## src/uart_tx_pkg.sv

```systemverilog
package uart_tx_pkg;

  // ----------------------------------------------------------------
  // Register map
  // ----------------------------------------------------------------
  localparam int ADDR_W = 3;
  localparam logic [ADDR_W-1:0] MODE_ADDR = 3'h0;
  localparam logic [ADDR_W-1:0] CTRL_ADDR = 3'h1;
  localparam logic [ADDR_W-1:0] DATA_ADDR = 3'h2;
  localparam logic [ADDR_W-1:0] BRG_ADDR = 3'h3;
  localparam logic [ADDR_W-1:0] STAT_ADDR = 3'h4;
  localparam int DATA_W = 16;

  // ----------------------------------------------------------------
  // Field positions
  // ----------------------------------------------------------------
  localparam int MODE_EN_BIT = 0;
  localparam int MODE_NINE_BIT = 1;
  localparam int MODE_PAR_LSB = 2;
  localparam int MODE_STOP2_BIT = 4;
  localparam int CTRL_TEN_BIT = 0;
  localparam int CTRL_BRK_BIT = 1;
  localparam int CTRL_SEL_LSB = 2;
  localparam int STAT_FULL_BIT = 0;
  localparam int STAT_IDLE_BIT = 1;
  localparam int STAT_EMPTY_BIT = 2;

  // ----------------------------------------------------------------
  // Reset values and counts
  // ----------------------------------------------------------------
  localparam logic [15:0] BRG_RESET = 16'h0000;
  localparam int IRQ_DELAY_CYCLES = 2;
  localparam int BRK_LOW_BITS = 13;
  localparam int FIFO_DEPTH = 32;
  localparam int FRAME_W = 16;

  // ----------------------------------------------------------------
  // Types
  // ----------------------------------------------------------------
  typedef enum logic [1:0] {PAR_NONE, PAR_EVEN, PAR_ODD, PAR_RSVD} parity_t;
  typedef enum logic [1:0] {SEL_SPACE, SEL_DONE, SEL_EMPTY, SEL_RSVD} irq_sel_t;

  typedef struct packed {
    logic stop2;
    parity_t parity;
    logic nine_bit;
    logic port_en;
  } mode_t;

  typedef struct packed {
    logic brk;
    logic [8:0] data;
  } tx_word_t;

  typedef struct packed {
    logic [4:0] len;
    logic [FRAME_W-1:0] bits;
  } frame_t;

endpackage
```

## src/uart_transmit_path.sv

```systemverilog
// The register offsets and the address-and-strobe port were decided locally.
`timescale 1ns/10ps
module uart_transmit_path
  import uart_tx_pkg::*;
#(
  parameter int DEPTH = FIFO_DEPTH
) (
  input wire logic ref_clk,
  input wire logic reset_n,
  input wire logic [ADDR_W-1:0] reg_addr,
  input wire logic [DATA_W-1:0] reg_wdata,
  input wire logic reg_wr,
  input wire logic reg_rd,
  output logic [DATA_W-1:0] reg_rdata,
  output logic tx_pin,
  output logic tx_irq
);

  // ----------------------------------------------------------------
  // Registers
  // ----------------------------------------------------------------
  typedef enum logic {ST_IDLE, ST_SHIFT} state_t;

  mode_t mode_q;
  logic ten_q, brk_q, brk_armed_q, brk_frame_q, first_q, tx_q, ten_prev_q, tx_irq_q;
  irq_sel_t sel_q;
  logic [15:0] brg_q, baud_cnt_q;
  state_t state_q;
  logic [FRAME_W-1:0] sr_q;
  logic [4:0] cnt_q;
  logic [IRQ_DELAY_CYCLES-2:0] rise_dly_q;
  logic [DATA_W-1:0] rdata_q;

  tx_word_t wr_word, fifo_word;
  logic fifo_in_ready, fifo_out_valid, push_req, pop, tick, done_ev, irq_ev;
  logic [$clog2(DEPTH):0] fifo_count;
  frame_t frame;

  function automatic frame_t build_frame(input mode_t m, input tx_word_t w);
    frame_t f;
    logic par;
    int dn;
    f.bits = '1;
    dn = m.nine_bit ? 9 : 8;
    par = m.nine_bit ? ^w.data : ^w.data[7:0];
    if (m.parity == PAR_ODD) begin
      par = ~par;
    end
    f.bits[0] = 1'b0;
    for (int i = 0; i < 9; i++) begin
      if (i < dn) begin
        f.bits[i+1] = w.data[i];
      end
    end
    if (m.parity == PAR_EVEN || m.parity == PAR_ODD) begin
      f.bits[dn+1] = par;
      dn = dn + 1;
    end
    f.len = 5'(1 + dn + (m.stop2 ? 2 : 1));
    if (w.brk) begin
      f.bits = '1;
      f.bits[BRK_LOW_BITS-1:0] = '0;
      f.len = 5'(BRK_LOW_BITS + 1);
    end
    return f;
  endfunction

  // ----------------------------------------------------------------
  // Register writes
  // ----------------------------------------------------------------
  always_ff @(posedge ref_clk or negedge reset_n) begin
    if (!reset_n) begin
      mode_q <= '0;
      brg_q <= BRG_RESET;
    end else if (reg_wr && reg_addr == MODE_ADDR) begin
      mode_q <= mode_t'(reg_wdata[MODE_STOP2_BIT:MODE_EN_BIT]);
    end else if (reg_wr && reg_addr == BRG_ADDR) begin
      brg_q <= reg_wdata;
    end
  end

  // Software write wins over the hardware clear of the break bit
  always_ff @(posedge ref_clk or negedge reset_n) begin
    if (!reset_n) begin
      ten_q <= 1'b0;
      brk_q <= 1'b0;
      sel_q <= SEL_SPACE;
    end else if (reg_wr && reg_addr == CTRL_ADDR) begin
      ten_q <= reg_wdata[CTRL_TEN_BIT];
      brk_q <= reg_wdata[CTRL_BRK_BIT];
      sel_q <= irq_sel_t'(reg_wdata[CTRL_SEL_LSB+:2]);
    end else if (done_ev && brk_frame_q) begin
      brk_q <= 1'b0;
    end
  end

  // Only the first character after arming becomes the break
  always_ff @(posedge ref_clk or negedge reset_n) begin
    if (!reset_n) begin
      brk_armed_q <= 1'b0;
    end else if (reg_wr && reg_addr == CTRL_ADDR) begin
      brk_armed_q <= reg_wdata[CTRL_BRK_BIT] && !brk_q;
    end else if (push_req && fifo_in_ready) begin
      brk_armed_q <= 1'b0;
    end
  end

  // Writes to a full queue are dropped; status shows full
  assign push_req = reg_wr && reg_addr == DATA_ADDR;
  assign wr_word.brk = brk_armed_q;
  assign wr_word.data = reg_wdata[8:0];

  uart_tx_fifo #(
    .WIDTH($bits(tx_word_t)),
    .DEPTH(DEPTH)
  ) u_fifo (
    .ref_clk(ref_clk),
    .reset_n(reset_n),
    .in_data(wr_word),
    .in_valid(push_req),
    .in_ready(fifo_in_ready),
    .out_data(fifo_word),
    .out_valid(fifo_out_valid),
    .out_ready(pop),
    .count(fifo_count)
  );

  // ----------------------------------------------------------------
  // Register reads
  // ----------------------------------------------------------------
  always_ff @(posedge ref_clk or negedge reset_n) begin
    if (!reset_n) begin
      rdata_q <= '0;
    end else if (reg_rd) begin
      case (reg_addr)
        MODE_ADDR: rdata_q <= DATA_W'(mode_q);
        CTRL_ADDR: rdata_q <= DATA_W'({sel_q, brk_q, ten_q});
        BRG_ADDR: rdata_q <= brg_q;
        STAT_ADDR: rdata_q <= DATA_W'({!fifo_out_valid, state_q == ST_IDLE && !fifo_out_valid, !fifo_in_ready});
        default: rdata_q <= '0;
      endcase
    end else begin
      rdata_q <= '0;
    end
  end

  // ----------------------------------------------------------------
  // Baud clock
  // ----------------------------------------------------------------
  // Held cleared while disabled, so the first enabled cycle ticks
  always_ff @(posedge ref_clk or negedge reset_n) begin
    if (!reset_n) begin
      baud_cnt_q <= '0;
    end else if (!ten_q || !mode_q.port_en) begin
      baud_cnt_q <= '0;
    end else if (baud_cnt_q == '0) begin
      baud_cnt_q <= brg_q;
    end else begin
      baud_cnt_q <= baud_cnt_q - 1'b1;
    end
  end

  assign tick = ten_q && mode_q.port_en && baud_cnt_q == '0;

  // ----------------------------------------------------------------
  // Shift register
  // ----------------------------------------------------------------
  assign pop = mode_q.port_en && state_q == ST_IDLE && fifo_out_valid;
  assign frame = build_frame(mode_q, fifo_word);
  assign done_ev = state_q == ST_SHIFT && tick && cnt_q == '0;

  always_ff @(posedge ref_clk or negedge reset_n) begin
    if (!reset_n) begin
      state_q <= ST_IDLE;
      sr_q <= '1;
      cnt_q <= '0;
      brk_frame_q <= 1'b0;
      first_q <= 1'b0;
      tx_q <= 1'b1;
    end else if (!mode_q.port_en) begin
      state_q <= ST_IDLE;
      first_q <= 1'b0;
      tx_q <= 1'b1;
    end else begin
      case (state_q)
        ST_IDLE: begin
          tx_q <= 1'b1;
          if (pop) begin
            state_q <= ST_SHIFT;
            sr_q <= frame.bits;
            cnt_q <= frame.len;
            brk_frame_q <= fifo_word.brk;
            first_q <= 1'b1;
          end
        end
        ST_SHIFT: begin
          if (tick) begin
            first_q <= 1'b0;
            if (cnt_q != '0) begin
              tx_q <= sr_q[0];
              sr_q <= {1'b1, sr_q[FRAME_W-1:1]};
              cnt_q <= cnt_q - 1'b1;
            end else begin
              state_q <= ST_IDLE;
              tx_q <= 1'b1;
            end
          end
        end
        default: state_q <= ST_IDLE;
      endcase
    end
  end

  // ----------------------------------------------------------------
  // Transmit interrupt
  // ----------------------------------------------------------------
  always_comb begin
    case (sel_q)
      SEL_DONE: irq_ev = done_ev && !fifo_out_valid;
      SEL_EMPTY: irq_ev = pop && fifo_count == 1;
      default: irq_ev = pop;
    endcase
  end

  always_ff @(posedge ref_clk or negedge reset_n) begin
    if (!reset_n) begin
      ten_prev_q <= 1'b0;
      rise_dly_q <= '0;
      tx_irq_q <= 1'b0;
    end else begin
      ten_prev_q <= ten_q;
      rise_dly_q <= (IRQ_DELAY_CYCLES-1)'({rise_dly_q, ten_q && !ten_prev_q});
      tx_irq_q <= rise_dly_q[IRQ_DELAY_CYCLES-2] || irq_ev;
    end
  end

  assign tx_pin = tx_q;
  assign tx_irq = tx_irq_q;
  assign reg_rdata = rdata_q;
endmodule // uart_transmit_path

```

## src/uart_tx_fifo.sv

```systemverilog
`timescale 1ns/10ps
module uart_tx_fifo #(
  parameter int WIDTH = 10,
  parameter int DEPTH = 32
) (
  input wire logic ref_clk,
  input wire logic reset_n,
  input wire logic [WIDTH-1:0] in_data,
  input wire logic in_valid,
  output logic in_ready,
  output logic [WIDTH-1:0] out_data,
  output logic out_valid,
  input wire logic out_ready,
  output logic [$clog2(DEPTH):0] count
);
  localparam int AW = $clog2(DEPTH);

  logic [WIDTH-1:0] mem_q [DEPTH];
  logic [AW-1:0] wr_q;
  logic [AW-1:0] rd_q;
  logic push;
  logic pop;

  assign in_ready = (count != (AW+1)'(DEPTH));
  assign out_valid = (count != '0);
  assign out_data = mem_q[rd_q];
  assign push = in_valid && in_ready;
  assign pop = out_valid && out_ready;

  always_ff @(posedge ref_clk) begin
    if (push) begin
      mem_q[wr_q] <= in_data;
    end
  end

  always_ff @(posedge ref_clk or negedge reset_n) begin
    if (!reset_n) begin
      wr_q <= '0;
      rd_q <= '0;
      count <= '0;
    end else begin
      if (push) begin
        wr_q <= (wr_q == AW'(DEPTH-1)) ? '0 : wr_q + 1'b1;
      end
      if (pop) begin
        rd_q <= (rd_q == AW'(DEPTH-1)) ? '0 : rd_q + 1'b1;
      end
      count <= count + (AW+1)'(push) - (AW+1)'(pop);
    end
  end
endmodule // uart_tx_fifo

```

## config.mk

```make
export PLATFORM = sky130hd
export DESIGN_NAME = uart_transmit_path
export DESIGN_NICKNAME = d
export VERILOG_FILES = /design/src/uart_tx_pkg.sv /design/src/uart_transmit_path.sv /design/src/uart_tx_fifo.sv
export SDC_FILE = /design/constraint.sdc
export NUM_CORES = 1
export LEC_CHECK = 0
export ABC_AREA = 1
export BUFFER_PORTS_ARGS = -buffer_cell sky130_fd_sc_hd__clkbuf_2
export CAP_MARGIN = 10
export CORE_UTILIZATION = 25
export CTS_BUF_LIST = sky130_fd_sc_hd__clkbuf_8
export DETAILED_ROUTE_END_ITERATION = 7
export HOLD_SLACK_MARGIN = 0.08
export PLACE_DENSITY = 0.48
export SLEW_MARGIN = 20
export SYNTH_ARGS = -nofsm -noshare
export SYNTH_HDL_FRONTEND = slang
export SYNTH_SLANG_ARGS = --single-unit
```

## constraint.sdc

```tcl
create_clock -name ref_clk -period 7.7 [get_ports ref_clk]
set_input_delay 2.31 -clock ref_clk [delete_from_list [all_inputs] [get_ports ref_clk]]
set_output_delay 2.31 -clock ref_clk [all_outputs]
set_load 0.03 [all_outputs]
```

# Word-level counts from Yosys, hierarchy flattened
# Memory sizes are Yosys's and may differ from the RTL's.
# Index checks and enable logic that the tools add are counted.
# Widths: inputs -> output; s select.
word_totals:
  register_bits: 101
  mem_bits_rw: 320
  input_bits: 23
  out_inout_bits: 18
  elab_cells: 151
  mem_count: 1
memory_table:
  columns: ["memory", "words", "word_bits", "rd", "rd_clocked_by_memory_dff", "write_ports", "line_no", "rtl"]
  rows:
  - ["u_fifo.mem_q", 32, 10, 1, 0, 1, "uart_tx_fifo.sv:18", "logic [WIDTH-1:0] mem_q [DEPTH];"]
classes:
  add_sub_neg: 9
  n_lt_le_gt_ge: 11
  n_eq_ne: 16
  mux: 49
  bitwise: 3
  n_reduce_logical: 40
ops:
  columns: ["op", "n"]
  rows:
  - ["$mux 16", 7]
  - ["$pmux 16 s4", 1]
  - ["$ge 32x1->1 const B", 1]
  - ["$lt 32x6->1 const B", 1]
  - ["$pmux 16 s2", 1]
  - ["$mux 5", 6]
  - ["$mux 1", 26]
  - ["$mux 21", 1]
  - ["$logic_and 1x1->1", 19]
  - ["$bwmux 16", 1]
  - ["$logic_not 16->1", 1]
  - ["$lt 3x4->1 const A", 4]
  - ["$sub 16x1->16 const B", 1]
  - ["$add 5x1->5 const B", 2]
  - ["$eq 5x5->1 const B", 2]
  - ["$pmux 5 s2", 1]
  - ["$reduce_xor 9->1", 1]
  - ["$lt 1x4->1 const A", 2]
  - ["$lt 2x4->1 const A", 2]
  - ["$reduce_xor 8->1", 1]
  - ["$add 6x1->6", 1]
  - ["$eq 3x2->1 const B", 2]
  - ["$eq 6x1->1 const B", 1]
  - ["$logic_not 1->1", 6]
  - ["other kinds (27)", 37]

# Depth between registers and ports, before layout
# Gate-level depths: netlist (run 1).
logic_depth:
  ltp_word: 11
  depth_mapped: 21
  depth_no_buf: 19

# Modules after synthesis
# Synthesis (run 1) repeated with hierarchy kept, for this count alone.
hier_totals:
  cells_unflattened: 2002
  area_unflattened_um2: 19197.2
modules_own_cells:
  columns: ["mod", "instances", "cells_per_inst", "area_each_um2", "seq_area_each_um2"]
  rows:
  - ["uart_tx_fifo", 1, 1509, 15046.9, 10009.6]
  - ["uart_transmit_path", 1, 493, 4150.2, 2069.5]

# Worst setup path after synthesis (run 1)
# Ideal clock, no wire load.
synth_path:
  path_kind: "input port to flip-flop"
  start: "in reg_addr[0]"
  end: "mem u_fifo.mem_q[27][0] (enable)"
  setup_ns: 0.390
  t_arrival_ns: 3.679
  path_slack_ns: 3.631
  path_stages: 6
  path_cell_list: "nor4_1 and2_1 inv_1 nor2_1 nand2_1 nor3_1"
synth_between:
  elab_chain_cells: 5
synth_rtl:
  columns: ["item", "line_no", "rtl"]
  rows:
  - ["from (decl)", "uart_transmit_path.sv:10", "input wire logic [ADDR_W-1:0] reg_addr,"]
  - ["$eq 3x2->1", "uart_transmit_path.sv:109", "assign push_req = reg_wr && reg_addr == DATA_ADDR;"]
  - ["$logic_and 1x1->1", "uart_transmit_path.sv:109", null]
  - ["$logic_and 1x1->1", "uart_tx_fifo.sv:27", "assign push = in_valid && in_ready;"]
  - ["$mux 1", "uart_tx_fifo.sv:31", "if (push) begin"]
  - ["$mux 1 (implied by the code)", "uart_tx_fifo.sv:32", "mem_q[wr_q] <= in_data;"]
  - ["to (decl)", "uart_tx_fifo.sv:18", null]
# Every way passes these cells.

# Worst setup path after layout (run 1)
layout_path:
  start: "in reg_addr[0]"
  end: "mem u_fifo.mem_q[16][7] (enable)"
# The elaborated chain is that of the path after synthesis.

==> flow_summary.toml, run 1 <==
[logic_synthesis]
yosys.area.top_type = "edfxtp_1"
synth_enable_flop_cells = 320
synth.cell_area_mm2 = 0.0190
yosysTopAreaCellShare_pct = 50.6
synthesis.nets = 1976
ys_types = 42
syn_inst = 1925
yosys_warnings = 0
synth_area_leaders = "edfxtp_1 (51%), dfrtp_1 (11%), nand2_1 (9.2%)"
yosys_most_used_dff = "edfxtp_1"
ys_seq_area_share_pct = 63.6
avgSynthCellArea_um2 = 9.87
ys_ff_latch = 418
synthArstFlopShare_pct = 23.4

[placement]
port_buffers = 40
globalplace.congestion = 0.846
post-dp-hpwl_um = 32700

[critical_path]
crit_chain = "clkbuf_2 > nor4_1 > and2_1 > nand2_1 > nor2_1"
slowest_stage = "nor2_1"
cp_num_buf_inv = 1
worstSetupPathType = "input pin to register"
crit_path_end_kind = "register"
worst-path-max-fanout = 11
arrival_ps = 4530
required_ps = 7960
critPathMaxStageDelay_ps = 850
cp_top_family = "simple AND/OR/NAND/NOR gates"
start_kind = "input pin"

[sta]
fin_crit_sh_pct = 55.5
drv_slew = 0
finalSetupViolations = 0
slew-limit-headroom_pct = 27.6
finClkSkew_ps = 25.1
fmax_mhz = 234
fin_tns_setup_ps = 0
hold_violations = 0
min_period_ps = 4270
rsz0062_at_grt = "false"
tightest_slew_ps = 1090

[power]
combPwrFrac_pct = 39.5
finalPower_uw = 7740
p_clk_share_pct = 23.8
power.density_mw_per_mm2 = 362
p_leak_uw = 0.00900
internal_power_uw = 4460
irDropWorstVdd_mv = 0.183
p_sw_uw = 3270
seqPwrFrac_pct = 36.7
p_sw_share_pct = 42.3

[floorplanning]
ioPinCount = 41
dieArea_mm2 = 0.0771
core-area_mm2 = 0.0748
die_h_um = 278
start_util_pct = 25.4
rows = 100
die_w_um = 278

[global_routing]
track_usage_pct = 13.9
grt-ovfl-total = 0
antenna_found_initial = 2
grt_max_degree = 89
grt_pass1_wl_um = 81100
grt_pass1_vias = 13300

[clock_network]
clock-sinks = 418
post_cts_resized = 0
hold_buffers = 0
cts-root-buf = "clkbuf_8"
cts_buffers = 70
clock_latency_ps = 650
cts_max_level = 3
ctsLongestPathBuffers = 3
post_cts_buffers = 0
cts.clk_slew.worst_paths_ps = 60
cts_tree = "built"

[route]
post_drt_wl_per_cell_um = 17.7
drc_errors = 0
vias = 13400
viasPerCell = 4.46
drt_pre_antenna_iters = 6
ant_nets = 0
drt_iter0_drc = 1076
drt-total-wl_um = 53100

[layout]
synthToLayoutAreaGrowth_pct = 12.5
drive_gt1_share_pct = 8.80
finish.utilization_pct = 28.6
fin_nets = 2022

[run_status]
status = "finished clean"

[job]
drv_cap = 0

[hold_path]
hold_class = "register to register"
-- logic make-up after synthesis --
group	after synthesis	share of synthesized area (%)
adder cells (fa/ha/maj)	28	1.96
AND/OR/NAND/NOR	918	20.3
multiplexers	1	0.0527
XOR/XNOR	21	1.01
buffers and inverters	354	7.76
flip-flops	418	63.6
AO/OA/AOI/OAI	185	5.37
-- worst register-to-register path: cells and delay by family, from the launching register on --
| kind | cells | cell delay, ps |
|---|---|---|
| flip-flops | 1 | 780 |
| AO/OA/AOI/OAI | 1 | 130 |
| AND/OR/NAND/NOR | 12 | 1490 |
| XOR/XNOR | 1 | 250 |
| buffers and inverters | 2 | 1530 |
-- stage by stage --
stage | cells | area (um2) | hold WS (ps) | worst slack, ps
floorplan | 1925 | 19000 | 377 | 3630
global placement | 2868 | 20100 | 392 | 2730
detailed placement | 2868 | 20100 | 389 | 2740
CTS | 2991 | 21400 | 388 | 3450
global route | 2992 | 21400 | 395 | 3170
finish | 2992 | 21400 | 392 | 3430
-- sequential cells by signal (all words and copies together) (netlist names), 2 cells and up --
register / flops
sel_q: 2
u_fifo.count: 6
reg_rdata: 16
cnt_q: 5
u_fifo.wr_q: 5
sr_q: 13
mode_q: 5
baud_cnt_q: 16
u_fifo.rd_q: 5
brg_q: 16
u_fifo.mem_q: 320
-- placed cells by master (no fill, tap or decap), types with 3 or more instances in the layout --
cell type	synthesis	routed
edfxtp_1	320	320
ha_1	25	25
xor2_1	12	12
a211oi_1	4	4
nor2_1	172	172
buf_4	14	19
clkbuf_8	0	76
fa_1	3	3
xnor2_1	8	8
or2_0	6	6
o21ai_0	75	75
o22ai_1	4	4
or2_2	6	6
a21oi_1	67	67
a221oi_1	3	3
clkbuf_2	1	39
nand2_1	464	464
clkinv_1	2	18
dfrtp_2	0	3
o221ai_1	5	5
dfstp_2	14	14
nand4_1	4	4
o211ai_1	18	18
dfrtp_1	84	80
clkinv_2	0	9
nor3_1	11	11
or2_1	12	12
nand3_1	233	233
nor4_1	3	3
inv_1	264	282
o21ai_1	7	7
-- Yosys cell counts (3+ instances only) --
cell and instances:
dfrtp_1 84, or2_1 12, buf_4 14, nor2_1 172, nand2_1 464, o221ai_1 5
nor4_1 3, xor2_1 12, o21ai_0 75, edfxtp_1 320, nand3_1 233, clkbuf_1 31
nor3_1 11, or2_2 6, a211oi_1 4, buf_6 7, or2_0 6, fa_1 3
dfstp_2 14, o21ai_1 7, o211ai_1 18, buf_2 29, xnor2_1 8, inv_2 3
o22ai_1 4, ha_1 25, a221oi_1 3, inv_1 264, a21oi_1 67, nand4_1 4
-- cell type report --
class | instances | area [um2]
inverter | 270 | 1020
antenna | 1 | 2.50
fill | 7798 | 53400
clock buffer | 76 | 1050
multi-input combinational | 1153 | 5450
clock inverter | 47 | 226
tap | 969 | 1210
sequential | 418 | 12100
timing repair buffer | 58 | 338
-- path summary, 6_finish.rpt --
check                           depth (start not counted)            from  slack (ps)                  end
worst max-delay path                                    5     reg_addr[0]        3430  u_fifo.mem_q[16][7]
worst min-delay path                                    1      ten_prev_q         390           rise_dly_q
worst max register to register                         16  u_fifo.rd_q[0]        3450              sr_q[9]
worst min register to register                          1      ten_prev_q         390           rise_dly_q
max in group asynchronous                               2         reset_n        4750          brk_armed_q
min in group asynchronous                               1         reset_n        1560       u_fifo.rd_q[0]
-- power by group through the flow --
stage / sequential (uW) / clock (uW) / combinational [uW]
finish: 2840 / 1840 / 3060
global route: 2870 / 1990 / 3410
CTS: 2840 / 1900 / 3060
detailed placement: 2880 / 0 / 3050
global placement: 2880 / 0 / 3030
floorplan: 2780 / 0 / 2230
-- per-layer routing --
layer  track usage (%)  vias up  share of wire [%]
met5                 0        -                  0
met4              5.99        0                3.1
met3              2.34       97                5.0
met2              22.4      363                 47
met1              18.3     6480                 45
li1                  -     6413                  -
Power figures use the tool's default switching activity.
==> run 2, diff against run 1 <==
==> constraint.sdc (replaced) <==
create_clock -name ref_clk -period 4.34 [get_ports ref_clk]
set_input_delay 1.302 -clock ref_clk [delete_from_list [all_inputs] [get_ports ref_clk]]
set_output_delay 1.302 -clock ref_clk [all_outputs]
set_load 0.03 [all_outputs]
==> run 2 against run 1 <==
  * The flow now finishes with violations (DRC)
  * Critical path type is now register to register
  * Total power increased by 82%
  * First-iteration DRC count shrank 4.7%
  * Clock power grew 97%
  * Setup slack worse by 2400 ps
  * Design area increased by 2.4%
  * Critical endpoint is now sr_q[9]
  * Highest routed layer is now met5
==> flow_summary.toml, run 2 (synthesis gave the netlist of run 1 again) <==
[run_status]
status = "complete, but fails checks"
violations = "DRC"

[global_routing]
grt-busiest-layer = "met2"
grt_use_met2_pct = 23.3
met3_usage_pct = 2.71
grt-ovfl-total = 0
antenna_found_initial = 2
track_usage_pct = 14.0
grt_pass1_wl_um = 81900
met1_usage_pct = 17.5
grt_pass1_vias = 13800
grt_max_degree = 67

[sta]
finalSetupViolations = 0
fin_crit_sh_pct = 77.1
rsz0062_at_grt = "false"
finClkSkew_ps = 40.5
drv_slew = 0
fmax_mhz = 299
tightest_slew_ps = 939
fin_tns_setup_ps = 0
layout_setup_ws_ps = 995
slew-limit-headroom_pct = 37.3
hold_ws_ps = 399
hold_violations = 0
min_period_ps = 3350

[power]
p_leak_uw = 0.00932
seqPwrFrac_pct = 35.5
irDropWorstVdd_mv = 0.284
p_clk_share_pct = 25.6
p_sw_share_pct = 41.1
power.density_mw_per_mm2 = 645
combPwrFrac_pct = 38.9
p_sw_uw = 5800
internal_power_uw = 8320

[placement]
port_buffers = 40
globalplace.congestion = 0.885
pre_cts_ws_ps = 818
dpl_cell_area_mm2 = 0.0204
post-dp-hpwl_um = 35000

[clock_network]
cts_max_level = 3
clock-sinks = 418
cts.clk_slew.worst_paths_ps = 60
cts_buffers = 71
ctsLongestPathBuffers = 3
post_cts_buffers = 0
cts_tree = "built"
clock_latency_ps = 640
cts-root-buf = "clkbuf_8"
post_cts_resized = 0
hold_buffers = 0

[layout]
num-fill-cells = 7817
final_area_mm2 = 0.0219
largest_reg_flops = 320
fin_nets = 2065
synthToLayoutAreaGrowth_pct = 15.2
drive_gt1_share_pct = 11.1
final_common_cell = "nand2_1"
top_register = "u_fifo.mem_q"
layout_common_cells = "nand2_1 (464), edfxtp_1 (320), inv_1 (283)"

[route]
drt_pre_antenna_iters = 8
viasPerCell = 4.44
vias = 13500
drt-total-wl_um = 53300
drc_errors = 1
drt_iter0_drc = 1025
ant_nets = 0
post_drt_wl_per_cell_um = 17.5

[critical_path]
worst-path-max-fanout = 56
worstSetupPathType = "register to register"
required_ps = 4890
r2r_end = "sr_q[9]"
crit_path_frequent_cell = "nand2_1"
slowest_stage = "dfrtp_4"
critPathMaxStageDelay_ps = 840
r2r-start = "u_fifo.rd_q[0]"
start_kind = "register"
rr_worst_depth = 15
rrSetupSlack_ps = 990
crit_path_end_kind = "register"
cp_top_family = "simple AND/OR/NAND/NOR gates"
arrival_ps = 3890
cp_num_buf_inv = 2
crit_chain = "inv_4 > buf_4 > o211ai_1 > nand2_1 > nand2_1 > nand3_1 > nand3_1 > nand2_1 > nand2_1 > nand2_1 > xnor2_2 > nand3_1 > nand3_1 > nand2_1 > a21oi_1"

[floorplanning]
dieArea_mm2 = 0.0771
start_util_pct = 25.4
rows = 100
die_w_um = 278
ioPinCount = 41
core-area_mm2 = 0.0748
die_h_um = 278

[job]
drv_cap = 0

[hold_path]
hold_class = "register to register"
holdPathEnd = "rise_dly_q"
min-delay-start = "ten_prev_q"
hold_path_depth = 1
[run 2: cell types whose count changed in the layout (fill, tap and decap cells not counted), sizes merged]
cell and change:
bufinv +4, clkinv -6, buf +42, inv +1, clkinvlp +1, clkbuf +4
[run 2: worst max path at each step]
stage                               from                   to  slack [ps]  cells past startpoint
final                     u_fifo.rd_q[0]              sr_q[9]         990                     15
after global routing      u_fifo.rd_q[0]              sr_q[9]         720                     16
after CTS                 u_fifo.rd_q[0]              sr_q[9]        1000                     15
after detailed placement     reg_addr[1]  u_fifo.mem_q[17][4]         820                      7
after global placement       reg_addr[1]   u_fifo.mem_q[9][5]         840                      7
after floorplan              reg_addr[0]  u_fifo.mem_q[27][0]        1280                      6
[run 2: power groups by stage]
stage	logic (uW)	clock network, uW	registers (uW)
after global routing	6140	3890	5070
after global placement	5470	0	5090
after CTS	5510	3720	5020
after floorplan	3960	0	4930
final	5490	3620	5020
after detailed placement	5480	0	5100
[run 2: final cells by class]
cell class / instances / area, um2 / area share [%]
antenna: 1 / 2.50 / 0.0114
clock buffer: 80 / 1100 / 5.03
clock inverter: 47 / 335 / 1.53
inverter: 270 / 1020 / 4.65
multi-input combinational: 1153 / 5450 / 24.9
sequential: 418 / 12100 / 55.2
tap: 969 / 1210 / 5.54
timing repair buffer: 100 / 691 / 3.15
[run 2: per-layer routing]
layer / wire length [um] / part of all wire, % / up-vias
met5: 11 / 0.021 / -
met1: 23200 / 44 / 6550
met3: 2800 / 5.2 / 99
li1: - / - / 6513
met2: 25400 / 48 / 330
met4: 1830 / 3.4 / 2
[run 2: metrics by stage]
step                      power [uW]  util [%]  instances
after detailed placement       10600      27.3       2909
after global routing           15100      29.3       3038
after floorplan                 8890         -       1925
after CTS                      14300      29.2       3036
after global placement         10600      27.3       2909
final                          14100      29.3       3038
==> run 3, diff against run 2 <==
--- a/config.mk
+++ b/config.mk
@@ -5,7 +5,7 @@
 export SDC_FILE = /design/constraint.sdc
 export NUM_CORES = 1
 export LEC_CHECK = 0
-export ABC_AREA = 1
+export ABC_AREA = 0
 export BUFFER_PORTS_ARGS = -buffer_cell sky130_fd_sc_hd__clkbuf_2
 export CAP_MARGIN = 10
 export CORE_UTILIZATION = 25
==> constraint.sdc (replaced) <==
create_clock -name ref_clk -period 3.4 [get_ports ref_clk]
set_input_delay 1.02 -clock ref_clk [delete_from_list [all_inputs] [get_ports ref_clk]]
set_output_delay 1.02 -clock ref_clk [all_outputs]
set_load 0.03 [all_outputs]
==> run 3 against run 2 <==
  * The flow now finishes without violations
  * Setup slack got worse by 860 ps
  * Fmax increased by 2.5%
  * Design area decreased by 6.7%
  * Global-route usage decreased by 1.8 points
  * Critical path type unchanged
  * Highest routed layer unchanged
  * Sequential power increased by 25%
  * Cell count decreased by 32%
  * Critical path depth decreased by 5
  * Non-clock buffer count increased by 19
==> flow_summary.toml, run 3 <==
[run_status]
status = "finished clean"

[sta]
finClkSkew_ps = 25.0
tightest_slew_ps = 952
slew-limit-headroom_pct = 36.5
fin_crit_sh_pct = 96.0
hold_violations = 0
drv_slew = 0
fmax_mhz = 306
fin_tns_setup_ps = 0
min_period_ps = 3260
finalSetupViolations = 0

[layout]
synthToLayoutAreaGrowth_pct = 18.4
final_area_mm2 = 0.0204
final_common_cell = "edfxtp_1"
drive_gt1_share_pct = 29.3
num-fill-cells = 6726
top_register = "u_fifo.mem_q"
fin_nets = 1187
layout_common_cells = "edfxtp_1 (320), mux4_2 (84), dfrtp_1 (81)"
finish.utilization_pct = 30.2
largest_reg_flops = 320

[clock_network]
cts.clk_slew.worst_paths_ps = 70
cts_tree = "built"
cts-root-buf = "clkbuf_8"
clock-sinks = 418
cts_buffers = 74
hold_buffers = 0
cts_max_level = 3
clock_latency_ps = 660
ctsLongestPathBuffers = 3

[logic_synthesis]
synth_enable_flop_cells = 320
yosysTopAreaCellShare_pct = 55.7
synth_area_leaders = "edfxtp_1 (56%), dfrtp_1 (12%), mux4_2 (11%)"
yosys.area.top_type = "edfxtp_1"
synthesis.nets = 1039
ys_types = 57
synthArstFlopShare_pct = 23.4
ys_ff_latch = 418
syn_inst = 988
yosys_most_used_dff = "edfxtp_1"
synth.top_cells.by_count = "edfxtp_1 (320), dfrtp_1 (84), mux4_2 (84)"
synth.cell_area_mm2 = 0.0173
yosys_warnings = 0
avgSynthCellArea_um2 = 17.5
yosysMostFrequentCell = "edfxtp_1"
ys_seq_area_share_pct = 70.0

[critical_path]
rr_worst_depth = 10
arrival_ps = 3840
cp_top_family = "multiplexers"
worst-path-max-fanout = 16
worstSetupPathType = "register to register"
crit_path_end_kind = "register"
path_depth = 10
required_ps = 3970
crit_path_frequent_cell = "xnor2_2"
critPathMaxStageDelay_ps = 580
cp_num_buf_inv = 1
start_kind = "register"
rrSetupSlack_ps = 140
crit_chain = "buf_12 > mux4_1 > mux4_2 > mux2i_4 > xor2_2 > xnor2_2 > xnor2_2 > xnor3_1 > nor3_2 > o21ai_1"
slowest_stage = "mux4_1"

[global_routing]
grt_max_degree = 55
grt_pass1_wl_um = 63000
track_usage_pct = 12.2
antenna_found_initial = 5
grt_pass1_vias = 9662
grt-ovfl-total = 0

[power]
power.density_mw_per_mm2 = 797
irDropWorstVdd_mv = 0.497
p_leak_uw = 0.00726
finalPower_uw = 16300

[floorplanning]
rows = 95
ioPinCount = 41
die_w_um = 265
start_util_pct = 25.5
dieArea_mm2 = 0.0701
die_h_um = 265
core-area_mm2 = 0.0678

[route]
viasPerCell = 4.49
ant_nets = 0
drt_iter0_drc = 767
drt_pre_antenna_iters = 5
drt-total-wl_um = 42200
drc_errors = 0
post_drt_wl_per_cell_um = 20.4
vias = 9270

[job]
drv_cap = 0

[placement]
globalplace.congestion = 0.751
port_buffers = 40
post-dp-hpwl_um = 26000
dpl_cell_area_mm2 = 0.0190

[hold_path]
hold_class = "input pin to async pin"
run 3: cell count changes in the layout (fill, tap and decap cells not counted), moves of 24 or more:
cell,previous run,this run
inv_1,283,46
nand3_1,233,13
nor2_1,172,72
mux4_2,0,84
a21oi_1,67,19
o21ai_0,75,20
mux2_2,0,24
nand2_1,464,64
run 3: metal layers:
metal	share of wire [%]	routed length, um	vias to the layer above	global-route usage [%]
met4	2.8	1160	2	4.62
met3	4.5	1910	76	2.90
met1	46	19500	4837	16.6
met2	47	19600	216	18.9
met5	0.021	9	-	0
li1	-	-	4139	-
run 3: where the power goes:
group | switching (uW) | total (uW) | leakage, uW | internal [uW]
combinational | 2840 | 5620 | 0.00238 | 2780
clock | 2110 | 4410 | 0.000792 | 2300
sequential | 331 | 6250 | 0.00409 | 5920
total | 5280 | 16300 | 0.00726 | 11000
run 3: timing repair:
action	in CTS	in global routing
buffers inserted	0	1
setup endpoints to repair	0	1
gates resized for setup	0	8
run 3: final cells by class:
type / count / area, um2 / area share [%]
diodes: 2 / 5.00 / 0.0245
clock buffers: 78 / 1070 / 5.25
clock inverters: 53 / 308 / 1.51
inverters: 26 / 97.6 / 0.478
multi-input cells: 497 / 4870 / 23.9
flip-flops and latches: 418 / 12100 / 59.1
well taps: 873 / 1090 / 5.35
repair buffers: 119 / 896 / 4.38
run 3: worst paths after layout:
check | from | end
min in group ref_clk | ten_prev_q | rise_dly_q
min reg2reg | ten_prev_q | rise_dly_q
max in group asynchronous | reset_n | sr_q[0]
max reg2reg | u_fifo.rd_q[0] | sr_q[10]
max | u_fifo.rd_q[0] | sr_q[10]
min | reset_n | baud_cnt_q[10]
run 3: metrics by stage:
step                worst slack (ps)  cells  hold WS (ps)
floorplan                        189    988           378
global placement                62.1   1931           389
detailed placement              49.3   1931           404
CTS                             25.7   2062           346
global route                   -5.11   2066           384
finish                           136   2066           382
run 3: worst register-to-register path, stage by stage, from the launching register on:
cell	delay (ps)
dfrtp_4	500
buf_12	200
mux4_1	590
mux4_2	520
mux2i_4	200
xor2_2	210
xnor2_2	160
xnor2_2	160
xnor3_1	450
nor3_2	130
o21ai_1	70
run 3: logic make-up (layout without fill, tap and decap cells):
kind of cell / Yosys count / count (layout) / synth area share [%]
fa+ha+maj: 28 / 28 / 2.16
xor+xnor: 28 / 28 / 1.54
compound gates: 90 / 90 / 3.27
mux: 135 / 135 / 15.2
buf+inv: 73 / 276 / 2.01
other cells: 0 / 2 / 0
flops: 418 / 418 / 70.0
simple gates: 216 / 216 / 5.80
